`config.mk`:
```
export PLATFORM = sky130hd
export DESIGN_NAME = dpsc_host
export DESIGN_NICKNAME = d
export VERILOG_FILES = /design/src/dpsc_pkg.sv /design/src/dpsc_host.sv /design/src/dpsc_timer.sv
export SDC_FILE = /design/constraint.sdc
export NUM_CORES = 1
export LEC_CHECK = 0
export BUFFER_PORTS_ARGS = -buffer_cell sky130_fd_sc_hd__buf_2
export CORE_MARGIN = 4
export CORE_UTILIZATION = 54
export DETAILED_ROUTE_END_ITERATION = 8
export PLACE_DENSITY = 0.81
export SLEW_MARGIN = 30
export SYNTH_ARGS = -nofsm -noshare
export SYNTH_HDL_FRONTEND = slang
export SYNTH_SLANG_ARGS = --single-unit
```
`constraint.sdc`:
```
create_clock -name mclk -period 4.7 [get_ports mclk]
set_input_delay 0.235 -clock mclk [delete_from_list [all_inputs] [get_ports mclk]]
set_output_delay 0.235 -clock mclk [all_outputs]
set_load 0.01 [all_outputs]
```
`src/dpsc_pkg.sv`:
```
package dpsc_pkg;
  // Pin bus widths
  localparam int ADDR_W = 10;
  localparam int DATA_W = 8;
  // Clock period in ns
  localparam int CLK_NS = 40;
  // Speed grade timing figures in ns (slowest grade used as default)
  localparam int T_ACCESS_NS = 55;   // Address and chip select access
  localparam int T_OE_ACC_NS = 25;   // Output enable access
  localparam int T_BUSY_DATA_NS = 45; // Busy release to valid data
  localparam int T_OUT_HOLD_NS = 3;  // Old data kept after address change
  localparam int T_WRITE_PULSE_NS = 40;
  localparam int T_CS_TO_END_NS = 40;
  localparam int T_ADDR_TO_END_NS = 40;
  localparam int T_DATA_SETUP_NS = 20;
  localparam int T_WE_TO_HIZ_NS = 30;
  localparam int T_WRITE_DATA_HOLD_NS = 0;
  localparam int T_RECOVERY_NS = 0;
  localparam int T_STANDBY_NS = 50;
  // Ceiling to cycles, never under one cycle
  function automatic int ceil_cyc(input int ns);
    int c;
    c = (ns + CLK_NS - 1) / CLK_NS;
    return (c < 1) ? 1 : c;
  endfunction : ceil_cyc
  // Read wait: last of address, chip select and output enable delays
  localparam int RD_WAIT_CYC = ceil_cyc((T_ACCESS_NS > T_OE_ACC_NS) ? T_ACCESS_NS : T_OE_ACC_NS);
  localparam int BUSY_WAIT_CYC = ceil_cyc(T_BUSY_DATA_NS);
  // Write pulse: larger of pulse minimum, cs/address to end, or hi-z plus setup
  localparam int WP_NS_A = (T_WRITE_PULSE_NS > T_CS_TO_END_NS) ? T_WRITE_PULSE_NS : T_CS_TO_END_NS;
  localparam int WP_NS_B = (WP_NS_A > T_ADDR_TO_END_NS) ? WP_NS_A : T_ADDR_TO_END_NS;
  localparam int WP_OE_NS = T_WE_TO_HIZ_NS + T_DATA_SETUP_NS;
  localparam int WR_PULSE_CYC = ceil_cyc((WP_NS_B > WP_OE_NS) ? WP_NS_B : WP_OE_NS);
  localparam int HIZ_CYC = ceil_cyc(T_WE_TO_HIZ_NS);
  localparam int RECOV_CYC = ceil_cyc(T_RECOVERY_NS + T_WRITE_DATA_HOLD_NS);
  localparam int STANDBY_CYC = ceil_cyc(T_STANDBY_NS);
  localparam int CNT_W = 4;
  typedef enum logic [5:0] {
    DPSC_IDLE  = 6'h01,
    DPSC_RSET  = 6'h02,
    DPSC_RWAIT = 6'h04,
    DPSC_WHIZ  = 6'h08,
    DPSC_WPULS = 6'h10,
    DPSC_RECOV = 6'h20
  } dpsc_state_type;
endpackage : dpsc_pkg

```
`src/dpsc_host.sv`:
```
`timescale 1ns/10ps
// What this block does
// - Read: R/W high, chip select and output enable low, address set before.
// - Address changes only while chip select and R/W are high.
// - Write data driven only after device outputs turned off.
// - Write pulse stretched to hi-z plus setup when output enable low.
// - Chip select low at least its minimum before write end.
// - Address held valid at least its minimum before write end.
// - Write data valid at least setup time before write end.
// - Write data held past the end of write.
// - Recovery wait after write before next cycle.
module dpsc_host #(
  parameter int ADDR_W = dpsc_pkg::ADDR_W,
  parameter int DATA_W = dpsc_pkg::DATA_W
) (
  input  wire logic              mclk,
  input  wire logic              resetn,
  input  wire logic              req_valid,
  input  wire logic              req_write,
  input  wire logic [ADDR_W-1:0] req_addr,
  input  wire logic [DATA_W-1:0] req_wdata,
  output logic                   req_ready,
  output logic                   rsp_valid,
  output logic [DATA_W-1:0]      rsp_rdata,
  output logic                   rsp_busy,
  output logic [ADDR_W-1:0]      sram_addr,
  output logic                   sram_cs_n,
  output logic                   sram_rw,
  output logic                   sram_oe_n,
  input  wire logic [DATA_W-1:0] sram_data_i,
  output logic [DATA_W-1:0]      sram_data_o,
  output logic                   sram_data_oe,
  input  wire logic              sram_busy_n
);
  localparam int CW = dpsc_pkg::CNT_W;
  dpsc_pkg::dpsc_state_type st_q, st_d;
  logic [ADDR_W-1:0] addr_q, addr_d;
  logic [DATA_W-1:0] wd_q, wd_d, rd_q, rd_d;
  logic              cs_n_q, cs_n_d, rw_q, rw_d, oe_n_q, oe_n_d, doe_q, doe_d;
  logic              rdy_q, rdy_d, rv_q, rv_d, rb_q, rb_d, bwait_q, bwait_d;
  logic [DATA_W-1:0] din_s1_q, din_s2_q;
  logic              busy_s1_q, busy_s2_q, busy_seen_q, busy_seen_d;
  logic              t_load, t_busy, t_done;
  logic [CW-1:0]     t_count;

  // Cycle count cut to the timer width on purpose
  function automatic logic [CW-1:0] cyc(input int n);
    return CW'(n);
  endfunction : cyc

  // Two-stage synchronisers for pins from the device
  always_ff @(posedge mclk) begin
    if (!resetn) begin
      din_s1_q  <= '0;
      din_s2_q  <= '0;
      busy_s1_q <= 1'b1;
      busy_s2_q <= 1'b1;
    end else begin
      din_s1_q  <= sram_data_i;
      din_s2_q  <= din_s1_q;
      busy_s1_q <= sram_busy_n;
      busy_s2_q <= busy_s1_q;
    end
  end

  dpsc_timer #(.W(CW)) u_timer (
    .mclk   (mclk),
    .resetn (resetn),
    .load   (t_load),
    .count  (t_count),
    .busy   (t_busy),
    .done   (t_done)
  );

  // Cycle sequencer next state
  always_comb begin
    st_d = st_q;
    addr_d = addr_q;
    wd_d = wd_q;
    rd_d = rd_q;
    cs_n_d = cs_n_q;
    rw_d = rw_q;
    oe_n_d = oe_n_q;
    doe_d = doe_q;
    rdy_d = rdy_q;
    rv_d = 1'b0;
    rb_d = rb_q;
    bwait_d = bwait_q;
    busy_seen_d = busy_seen_q;
    t_load = 1'b0;
    t_count = '0;
    case (st_q)
      dpsc_pkg::DPSC_IDLE: begin
        if (req_valid && rdy_q && !t_busy) begin
          rdy_d = 1'b0;
          addr_d = req_addr;                           // set while deselected
          wd_d = req_wdata;
          busy_seen_d = 1'b0;
          bwait_d = 1'b0;
          if (req_write) begin
            cs_n_d = 1'b0;                             // cs and R/W fall together
            rw_d = 1'b0;
            oe_n_d = 1'b1;                             // Keep device outputs off during write
            t_load = 1'b1;
            t_count = cyc(dpsc_pkg::HIZ_CYC);
            st_d = dpsc_pkg::DPSC_WHIZ;
          end else begin
            st_d = dpsc_pkg::DPSC_RSET;
          end
        end
      end
      dpsc_pkg::DPSC_RSET: begin
        cs_n_d = 1'b0;                                 // address already stable
        oe_n_d = 1'b0;
        rw_d = 1'b1;
        t_load = 1'b1;
        t_count = cyc(dpsc_pkg::RD_WAIT_CYC + 2);     // plus sync latency
        st_d = dpsc_pkg::DPSC_RWAIT;
      end
      dpsc_pkg::DPSC_RWAIT: begin
        if (!busy_s2_q) begin
          busy_seen_d = 1'b1;
        end
        if (t_done) begin
          if ((busy_seen_q || !busy_s2_q) && !bwait_q) begin
            bwait_d = 1'b1;                            // wait busy-release delay too
            t_load = 1'b1;
            t_count = cyc(dpsc_pkg::BUSY_WAIT_CYC + 2);
          end else begin
            rd_d = din_s2_q;                           // address still held
            rb_d = busy_seen_q;
            rv_d = 1'b1;
            cs_n_d = 1'b1;                             // deselect ends read
            oe_n_d = 1'b1;
            t_load = 1'b1;
            t_count = cyc(dpsc_pkg::STANDBY_CYC);
            rdy_d = 1'b1;
            st_d = dpsc_pkg::DPSC_IDLE;
          end
        end
      end
      dpsc_pkg::DPSC_WHIZ: begin
        if (t_done) begin
          doe_d = 1'b1;                                // device outputs now off
          t_load = 1'b1;
          t_count = cyc(dpsc_pkg::WR_PULSE_CYC);
          st_d = dpsc_pkg::DPSC_WPULS;
        end
      end
      dpsc_pkg::DPSC_WPULS: begin
        if (!busy_s2_q) begin
          busy_seen_d = 1'b1;
        end
        if (t_done) begin
          rw_d = 1'b1;                                 // R/W rises first, ends write
          t_load = 1'b1;
          t_count = cyc(dpsc_pkg::RECOV_CYC);          // data still driven
          st_d = dpsc_pkg::DPSC_RECOV;
        end
      end
      dpsc_pkg::DPSC_RECOV: begin
        if (t_done) begin
          doe_d = 1'b0;
          cs_n_d = 1'b1;
          rb_d = busy_seen_q;                          // Write may have been refused
          rv_d = 1'b1;
          t_load = 1'b1;
          t_count = cyc(dpsc_pkg::STANDBY_CYC);
          rdy_d = 1'b1;
          st_d = dpsc_pkg::DPSC_IDLE;
        end
      end
      default: begin
        st_d = dpsc_pkg::DPSC_IDLE;
        cs_n_d = 1'b1;
        rw_d = 1'b1;
        oe_n_d = 1'b1;
        doe_d = 1'b0;
        rdy_d = 1'b1;
      end
    endcase
  end

  // Sequencer registers
  always_ff @(posedge mclk) begin
    if (!resetn) begin
      st_q <= dpsc_pkg::DPSC_IDLE;
      addr_q <= '0;
      wd_q <= '0;
      rd_q <= '0;
      cs_n_q <= 1'b1;
      rw_q <= 1'b1;
      oe_n_q <= 1'b1;
      doe_q <= 1'b0;
      rdy_q <= 1'b1;
      rv_q <= 1'b0;
      rb_q <= 1'b0;
      bwait_q <= 1'b0;
      busy_seen_q <= 1'b0;
    end else begin
      st_q <= st_d;
      addr_q <= addr_d;
      wd_q <= wd_d;
      rd_q <= rd_d;
      cs_n_q <= cs_n_d;
      rw_q <= rw_d;
      oe_n_q <= oe_n_d;
      doe_q <= doe_d;
      rdy_q <= rdy_d;
      rv_q <= rv_d;
      rb_q <= rb_d;
      bwait_q <= bwait_d;
      busy_seen_q <= busy_seen_d;
    end
  end

  // Every output straight from its register
  assign req_ready = rdy_q;
  assign rsp_valid = rv_q;
  assign rsp_rdata = rd_q;
  assign rsp_busy = rb_q;
  assign sram_addr = addr_q;
  assign sram_cs_n = cs_n_q;
  assign sram_rw = rw_q;
  assign sram_oe_n = oe_n_q;
  assign sram_data_o = wd_q;
  assign sram_data_oe = doe_q;
endmodule : dpsc_host

```
`src/dpsc_timer.sv`:
```
`timescale 1ns/10ps
// Down counter: loads a count, pulses done when it reaches one
module dpsc_timer #(
  parameter int W = 4
) (
  input  wire logic         mclk,
  input  wire logic         resetn,
  input  wire logic         load,
  input  wire logic [W-1:0] count,
  output logic              busy,
  output logic              done
);
  logic [W-1:0] cnt_q;
  logic [W-1:0] cnt_d;
  logic         run_q;
  logic         run_d;
  // Next count and run flag
  always_comb begin
    cnt_d = cnt_q;
    run_d = run_q;
    if (load) begin
      cnt_d = count;
      run_d = 1'b1;
    end else if (run_q) begin
      if (cnt_q <= {{(W-1){1'b0}}, 1'b1}) begin
        run_d = 1'b0;
        cnt_d = '0;
      end else begin
        cnt_d = cnt_q - {{(W-1){1'b0}}, 1'b1};
      end
    end
  end
  // Register stage
  always_ff @(posedge mclk) begin
    if (!resetn) begin
      cnt_q <= '0;
      run_q <= 1'b0;
    end else begin
      cnt_q <= cnt_d;
      run_q <= run_d;
    end
  end
  assign busy = run_q;
  assign done = run_q && (cnt_q <= {{(W-1){1'b0}}, 1'b1});
endmodule : dpsc_timer

```
==> Word level (Yosys, flattened, before mapping) <==
Cells that the tools add are included.
{ "totals": {"register_bits": 64, "latch_bits": 0, "ramBits": 0, "rom_bits": 0, "memories": 0} }
{ "classes": {"n_addsub": 1, "mul": 0, "div_mod_pow": 0, "order_cmp": 1, "eq_ne": 15, "n_shift": 0, "mux": 51, "n_bitwise": 6, "reduce_logical": 31} }
{ "op_table": {"columns": ["operator", "count"], "rows": [
  ["$mux W6", 6],
  ["$pmux W6 S6", 1],
  ["$mux W1", 26],
  ["$ne A2 B2 Y1 const B", 9],
  ["$mux W4", 4],
  ["$pmux W3 S5", 1],
  ["$reduce_and A4 Y1", 3],
  ["$reduce_and A6 Y1", 2],
  ["$reduce_and A5 Y1", 2],
  ["$pmux W1 S3", 3],
  ["$reduce_and A3 Y1", 3],
  ["$reduce_or A3 Y1", 3],
  ["$pmux W1 S2", 4],
  ["$pmux W1 S4", 2],
  ["$reduce_bool A2 Y1", 4],
  ["$reduce_or A4 Y1", 2],
  ["$eq A6 B1 Y1 const B", 1],
  ["$eq A6 B2 Y1 const B", 1],
  ["$eq A6 B3 Y1 const B", 1],
  ["$eq A6 B4 Y1 const B", 1],
  ["$eq A6 B5 Y1 const B", 1],
  ["$eq A6 B6 Y1 const B", 1],
  ["$mux W3", 2],
  ["$not A1 Y1", 6],
  ["9 further kinds", 16]
]} }

==> Logic depth before layout (Yosys ltp) <==
Gate-level depths: netlist of run 1.
{ "depth": {"depth_word": 7, "mapped_depth": 8} }

==> Modules after synthesis <==
Synthesis of run 1 repeated with hierarchy kept, for this count alone.
{ "unflattened": {"cells_unflattened": 296, "hier_area_um2": 2623.8} }
{ "modules_own_cells": {"columns": ["module", "n_inst", "cells_per_inst", "area_per_inst_um2", "seq_area_each_um2"], "rows": [
  ["dpsc_host", 1, 262, 2331.0, 1181.1],
  ["dpsc_timer", 1, 34, 292.8, 100.1]
]} }

==> Worst setup path before layout of run 1 <==
OpenSTA, ideal clock, no wires.
{ "synth_path": {"path_kind": "register -> register", "start": "register u_timer.cnt_q[0]", "end": "register rd_q[0] (netlist: rsp_rdata[0])", "setup_time_ns": 0.128, "t_arrival_ns": 1.754, "required_ns": 4.572, "slack_ns": 2.819, "path_stages_with_launch": 9, "n_path_buf": 1, "synth_period_minus_slack_ns": 1.881, "path_cell_list": "dfxtp_1 > inv_1 > ha_1 > nor2_1 > or3_1 > clkbuf_1 > nor3_4 > mux2i_1 > nor2_1"} }
{ "synth_via": {"elab_chain_len": 3} }
{ "synth_rtl": {"columns": ["element", "line_no", "rtl"], "rows": [
  ["start, declared", "dpsc_timer.sv:13", "logic [W-1:0] cnt_q;"],
  ["start signal, assigned", "dpsc_timer.sv:39", "cnt_q <= cnt_d;"],
  ["$le A4 B1 Y1", "dpsc_timer.sv:44", "assign done = run_q && (cnt_q <= {{(W-1){1'b0}}, 1'b1});"],
  ["$logic_and A1 B1 Y1", "dpsc_timer.sv:44", null],
  ["$reduce_and A3 Y1 (no source line)", null, null],
  ["end signal, assigned", "dpsc_host.sv:204", "rd_q <= rd_d;"],
  ["end, declared", "dpsc_host.sv:38", "logic [DATA_W-1:0] wd_q, wd_d, rd_q, rd_d;"]
]} }
No other way between the ends.
A chain may end at the register's enable or synchronous reset.

==> Final worst setup path of run 1 <==
{ "layout_path": {"start": "register st_q[2]", "end": "register busy_seen_q"} }
{ "layout_via": {"elab_chain_len": 4, "elab_cells_between_ends": 9} }
{ "layout_rtl": {"columns": ["element", "line_no", "rtl"], "rows": [
  ["start, declared", "dpsc_host.sv:36", "dpsc_pkg::dpsc_state_type st_q, st_d;"],
  ["start signal, assigned", "dpsc_host.sv:187", "st_q <= dpsc_pkg::DPSC_IDLE;"],
  ["start signal, assigned", "dpsc_host.sv:201", "st_q <= st_d;"],
  ["$eq A6 B5 Y1 or $eq A6 B3 Y1 (tied branches)", "dpsc_host.sv:92", "case (st_q)"],
  ["$reduce_or A2 Y1 (no source line)", null, null],
  ["$ne A2 B2 Y1 (no source line) or $reduce_bool A2 Y1 (tied branches)", null, null],
  ["$reduce_and A3 Y1 (no source line)", null, null],
  ["end signal, assigned", "dpsc_host.sv:213", "busy_seen_q <= busy_seen_d;"],
  ["end, declared", "dpsc_host.sv:42", "logic busy_s1_q, busy_s2_q, busy_seen_q, busy_seen_d;"]
]} }
Parallel ways exist; a longest one is shown, timed or not.

==> results of run 1 <==
-- flip-flops by register name, indices dropped and copies added, names as in the netlist, 4 cells and up --
signal / flops
sram_data_o: 8
rsp_rdata: 8
din_s2_q: 8
u_timer.cnt_q: 4
din_s1_q: 8
st_q: 6
sram_addr: 10
-- per-layer routing --
layer  vias up  GRT usage
li1       1102          -
met1       987     0.2427
met2        76     0.3101
met3        14    0.05504
met4         0     0.1192
met5         -          0
-- area by class of cell --
type / count / area [µm²] / area share
multi-input combinational: 204 / 1186 / 0.3892
inverter: 5 / 18.77 / 0.006158
sequential: 64 / 1281 / 0.4204
clock buffer: 11 / 151.4 / 0.04967
timing repair buffer: 63 / 315.3 / 0.1034
clock inverter: 1 / 30.03 / 0.009852
tap: 52 / 65.06 / 0.02135
-- power breakdown --
part | switching (mW) | internal (mW) | leakage (nW)
Sequential | 0.0545 | 0.606 | 0.523
Combinational | 0.235 | 0.165 | 0.675
Clock | 0.182 | 0.262 | 0.0932
-- cells by family (layout without fill, tap and decap cells) --
kind of cell	count (synthesis)	count (layout)
XOR/XNOR	3	3
multiplexers	11	11
AO/OA/AOI/OAI	62	62
buffers and inverters	22	80
adder cells (fa/ha/maj)	2	2
AND/OR/NAND/NOR	126	126
flip-flops	64	64
-- critical path: stages, from the launching register on --
cell      delay, ps
dfxtp_1         420
or4_4           590
nor3b_4         310
nand2_1         470
a211oi_1        370
nor2_1           70
-- worst max-delay path by stage --
stage / endpoint / depth (start not counted)
floorplan: rsp_rdata[0] / 8
global placement: busy_seen_q / 5
detailed placement: busy_seen_q / 5
CTS: busy_seen_q / 5
global route: busy_seen_q / 5
finish: busy_seen_q / 5
-- cell usage in the layout (no fill, tap or decap), types with 5 or more instances in the layout --
master / Yosys / layout
a211oi_1: 5 / 5
a21oi_1: 25 / 25
and2_1: 18 / 18
buf_2: 1 / 63
clkbuf_8: 0 / 11
dfxtp_1: 64 / 64
mux2i_1: 11 / 11
nand2_1: 52 / 52
nand3b_1: 6 / 6
nor2_1: 18 / 18
nor3_1: 6 / 6
o21ai_0: 12 / 12
==> reports/qor.csv, run 1 <==
stage,metric,value,unit
status,status,completed,
hold_path,hold_start,sram_data_i[1],
hold_path,worstHoldEndpoint,din_s1_q[1],
placed_design,place.detailed.hpwl,3770,µm
clock_tree,cts_root_buf,clkbuf_8,
sta,period_minus_slack,2352,ps
clock_tree,clkTransAtPathRegs,70,ps
critical_path,critPathArrivalTime,2580,ps
drt,wl_met1,2473,µm
sta,fin_skew,9.631,ps
floorplanning,fp-row-count,24,
critical_path,endpoint_kind,register,
pwr,irDropWorstVdd,0.0002945,V
global_route,globalRouteTotalUtil,0.1984,
global_route,grt-ovfl-total,0,
sta,post-route-period-util,0.5004,
layout,final_util,0.6812,
clock_tree,cts_hold_buffers,0,
sta,fin_tns_setup,0,ps
sta,slew_headroom,0.5488,
drt,post-route-drc-count,0,
drt,post_drt_wl_per_cell,13.79,µm
yosys,synthCells,290,
yosys,synth_nets,323,
yosys,synth_fa_ha_area_frac,0.009709,
critical_path,critPathLaunch,st_q[2],
yosys,synth.top_cell.area_share,0.4971,
sta,worst_slew_pin_slew,671.6,ps
sta,fin_worst_hold_slack,105.0,ps
hold_path,holdPathStages,2,
yosys,muxShareOfSynthArea,0.04272,
drt,top_layer_used,met4,
sta,finalWorstSetupSlack,2348,ps
pwr,powerDensity,493.7,nW/µm²
global_route,grt_start_max_net_pins,37,
drt,drt_first_pass_iters,4,
layout,fin_area,3048,µm²
layout,nFillCells,359,
job,maxCapViolations,0,
pwr,p_leak,1.291,nW
clock_tree,clock-sinks,64,
yosys,synth_compound_area_frac,0.1442,
yosys,synth_edf_count,0,
global_route,grt_pass1_vias,2129,
placed_design,dpl_cell_area,2867,µm²
clock_tree,h-tree-depth,3,
drt,via_per_inst,5.448,
critical_path,critPathRequiredTime,4930,ps
floorplanning,die_w,77.09,µm
critical_path,startpoint_type,register,
yosys,yosys.area.top_type,dfxtp_1,
sta,timing.fmax,425.2,MHz
yosys,yosysMostFrequentCell,dfxtp_1,
floorplanning,dieArea,5942,µm²
yosys,synthSimpleGateAreaFrac,0.2534,
drt,vias,2179,
global_route,grt_first_pass_wirelength,9549,µm
sta,grt_setup_unrepaired,false,
clock_tree,clk_latency,340,ps
yosys,async_reset_ff_frac,0,
placed_design,dp.cells,388,
hold_path,hold_class,in2reg,
clock_tree,post_cts_buffers,0,
critical_path,r2r_slack,2350,ps
drt,ant_nets,0,
yosys,synthDistinctLibCells,44,
floorplanning,io_pins,64,
placed_design,pre_cts_ws,2386,ps
pwr,fin_total_pwr,1.505,mW
global_route,antenna_found_initial,0,
yosys,synth-seq-cells,64,
layout,areaGrowthSynthToFinish,18.25,%
drt,met2_length,2513,µm
clock_tree,cts_buffers,9,
layout,drive_above_1_share,0.2328,
yosys,synth_top_family_by_area,simple AND/OR/NAND/NOR gates,
clock_tree,postCtsResizedCells,0,
placed_design,io_buffers,63,
sta,hold_viol,0,
clock_tree,cts_buffer_depth,2,
placed_design,gp_congestion,0.9000,
yosys,synthXorXnorAreaFrac,0.01019,
critical_path,r2r-end,busy_seen_q,
yosys,synth_warnings,0,
yosys,yosysSeqAreaShare,0.4971,
sta,slew_violations,0,
drt,drt_iter0_drc,208,
yosys,synthTopCellsByArea,"dfxtp_1 (50%), nand2_1 (7.6%), a21oi_1 (4.9%)",
drt,wl_met3,389,µm
floorplanning,core,4474,µm²
sta,finalSetupViolCount,0,
critical_path,r2r_cells,5,
critical_path,path_class,reg2reg,
layout,final_cells,400,
floorplanning,initial_core_util,0.5761,
floorplanning,die_h,77.09,µm
layout,fin_nets,380,
yosys,syn_area_per_cell,8.888,µm²
yosys,synth_top_cells_by_count,"dfxtp_1 (64), nand2_1 (52), a21oi_1 (25)",
drt,wirelength,5516,µm
layout,n_antenna_cell,0,
critical_path,r2r_start,st_q[2],
yosys,synthFlopType,dfxtp_1,
clock_tree,cts_tree,built,
yosys,synthesis.area,2577,µm²
critical_path,crit_path_max_fanout,21,
Power figures use the tool's default switching activity.
==> run 2: changes to the inputs <==
Settings changed: CORE_UTILIZATION 54 to 47, PLACE_DENSITY 0.81 to 0.75.
Clock period 4.7 ns to 2.15 ns, I/O delays scaled along.
==> run 2 against run 1 <==
Compared with the run above: flip-flop and latch count unchanged; global-route usage about the same; power increased by 130%; first-iteration DRC count increased by 9.6%; critical path depth increased by 3; design area increased by 8.9%; worst setup slack got worse by 2200 ps; largest power group unchanged; count of clock-buffer cells in the layout unchanged.
==> reports/qor.csv, run 2 (synthesized netlist as in run 1, its figures left out) <==
stage,metric,value,unit,change
global_route,grt_util_met1,0.2384,,-0.004338
critical_path,r2r_start,u_timer.cnt_q[0],,
sta,finalWorstSetupSlack,160.9,ps,-2187 ps
placed_design,pre_cts_ws,80.24,ps,-2305 ps
clock_tree,clock-sinks,64,,unchanged
sta,worst_slew_pin_slew,694.8,ps,+23.20 ps
critical_path,endpoint_kind,register,,
sta,grt_setup_unrepaired,false,,
global_route,grt_pass1_vias,2302,,+8.1%
global_route,grt_use_met3,0.07456,,+0.01953
layout,drive_above_1_share,0.2566,,+0.02386
layout,final_cells,448,,+12%
drt,ant_nets,0,,unchanged
layout,n_antenna_cell,0,,unchanged
placed_design,gp_congestion,0.8186,,-9.0%
floorplanning,io_pins,64,,unchanged
sta,fin_skew,11.47,ps,+1.840 ps
critical_path,critPathLaunch,u_timer.cnt_q[0],,
sta,finalSetupViolCount,0,,unchanged
clock_tree,post_cts_buffers,0,,unchanged
global_route,antenna_found_initial,0,,unchanged
sta,hold_viol,0,,unchanged
status,status,completed,,
hold_path,hold_start,req_addr[2],,
global_route,grt_first_pass_wirelength,10200,µm,+6.8%
layout,layout_commonest_cell,dfxtp_1,,
layout,areaGrowthSynthToFinish,28.79,%,
sta,timing.fmax,502.7,MHz,+18%
drt,via_per_inst,5.056,,-7.2%
job,maxCapViolations,0,,unchanged
drt,wirelength,5962,µm,+8.1%
layout,fin_area,3319,µm²,+8.9%
critical_path,crit_path_max_fanout,8,,-62%
drt,drt_iter0_drc,228,,+9.6%
floorplanning,dieArea,6733,µm²,+13%
sta,slew_headroom,0.5339,,-0.01489
sta,period_minus_slack,1989,ps,-362.7 ps
pwr,irDropWorstVdd,0.0006376,V,+120%
floorplanning,fp-row-count,26,,+8.3%
floorplanning,initial_core_util,0.4952,,-0.08087
sta,fin_tns_setup,0,ps,unchanged
layout,layout_common_cells,"dfxtp_1 (64), buf_2 (63), nand2_1 (52)",,
pwr,powerDensity,1033,nW/µm²,+110%
critical_path,startpoint_type,register,,
global_route,grtUsageMet2,0.3199,,+0.009766
drt,post_drt_wl_per_cell,13.31,µm,-3.5%
clock_tree,cts_tree,built,,
floorplanning,die_w,82.06,µm,+6.4%
floorplanning,core,5205,µm²,+16%
pwr,p_leak,1.415,nW,+9.6%
clock_tree,clkTransAtPathRegs,70,ps,about the same
sta,slew_violations,0,,unchanged
clock_tree,cts_buffers,9,,unchanged
layout,fin_nets,406,,+6.8%
critical_path,r2r_cells,8,,+3
critical_path,path_class,reg2reg,,
placed_design,dpl_cell_area,2987,µm²,+4.2%
sta,post-route-period-util,0.9252,,+0.4248
clock_tree,h-tree-depth,3,,unchanged
clock_tree,cts_buffer_depth,2,,unchanged
critical_path,critPathArrivalTime,2190,ps,-390 ps
clock_tree,clk_latency,340,ps,about the same
placed_design,dp.cells,419,,+8.0%
placed_design,io_buffers,63,,unchanged
global_route,grt_start_max_net_pins,33,,-11%
hold_path,holdPathStages,3,,+1
global_route,grt-ovfl-total,0,,unchanged
layout,largest_reg_flops,10,,unchanged
hold_path,hold_class,in2reg,,
global_route,grt_busiest_layer,met2,,
critical_path,critPathRequiredTime,2350,ps,-2580 ps
global_route,globalRouteTotalUtil,0.1987,,+0.0002969
floorplanning,die_h,82.06,µm,+6.4%
drt,vias,2265,,+3.9%
drt,post-route-drc-count,0,,unchanged
clock_tree,cts_root_buf,clkbuf_8,,
pwr,fin_total_pwr,3.428,mW,+130%
drt,drt_first_pass_iters,4,,unchanged
placed_design,place.detailed.hpwl,4145,µm,+10%
[run 2: cell count changes in the layout (fill, tap and decap cells not counted)]
cell           before  now
clkbuf_8           11   10
clkinv_1            0    1
clkbuf_1            0    1
clkinvlp_4          0    1
clkinv_4            0    1
nor3_1              6    5
buf_4               0   13
clkinv_2            0    2
inv_2               1    0
dlygate4sd3_1       0   13
nor3_2              1    2
[run 2: worst max-delay path: stages (launching register included)]
cell and delay, ps:
dfxtp_1 360, inv_1 80, ha_1 200, nor2_1 90, or3_1 440, nor3_4 200, buf_4 210, mux2i_1 220
nor2_1 60
[run 2: through the flow]
stage | utilization | hold WS (ps)
after floorplan | - | 180.5
after global placement | 0.5738 | 287.5
after detailed placement | 0.5738 | 297.9
after CTS | 0.6368 | 0.5719
after global routing | 0.6377 | 0.9190
final | 0.6377 | 8.685
[run 2: layer usage]
metal,up-vias,wire [µm]
met4,0,118
met5,-,0
met3,11,396
li1,1164,-
met2,58,2732
met1,1032,2714
[run 2: power by group]
group | switching, mW | leakage, nW | total [mW] | internal (mW)
logic | 0.548 | 0.793 | 0.989 | 0.441
clock network | 0.449 | 0.0993 | 1.01 | 0.565
registers | 0.101 | 0.523 | 1.43 | 1.32
total | 1.10 | 1.41 | 3.43 | 2.33
[run 2: final cells by class]
cell class                 instances  area (µm²)
timing repair buffer              89       543.0
multi-input combinational        204        1191
clock buffer                      11       141.4
tap                               70       87.58
inverter                           5       18.77
sequential                        64        1281
clock inverter                     5       56.30
fill                             464        1886
[run 2: worst paths after layout]
kind | endpoint | slack (ps)
max reg2reg | rsp_rdata[7] | 160
min reg2reg | busy_s2_q | 420
max | rsp_rdata[7] | 160
min | sram_addr[2] | 9
[run 2: repair_timing]
action	4_1_cts	5_1_grt
endpoints found under the hold margin	13	0
setup endpoints to repair	0	1
hold buffers	13	0
gates resized for setup	0	1
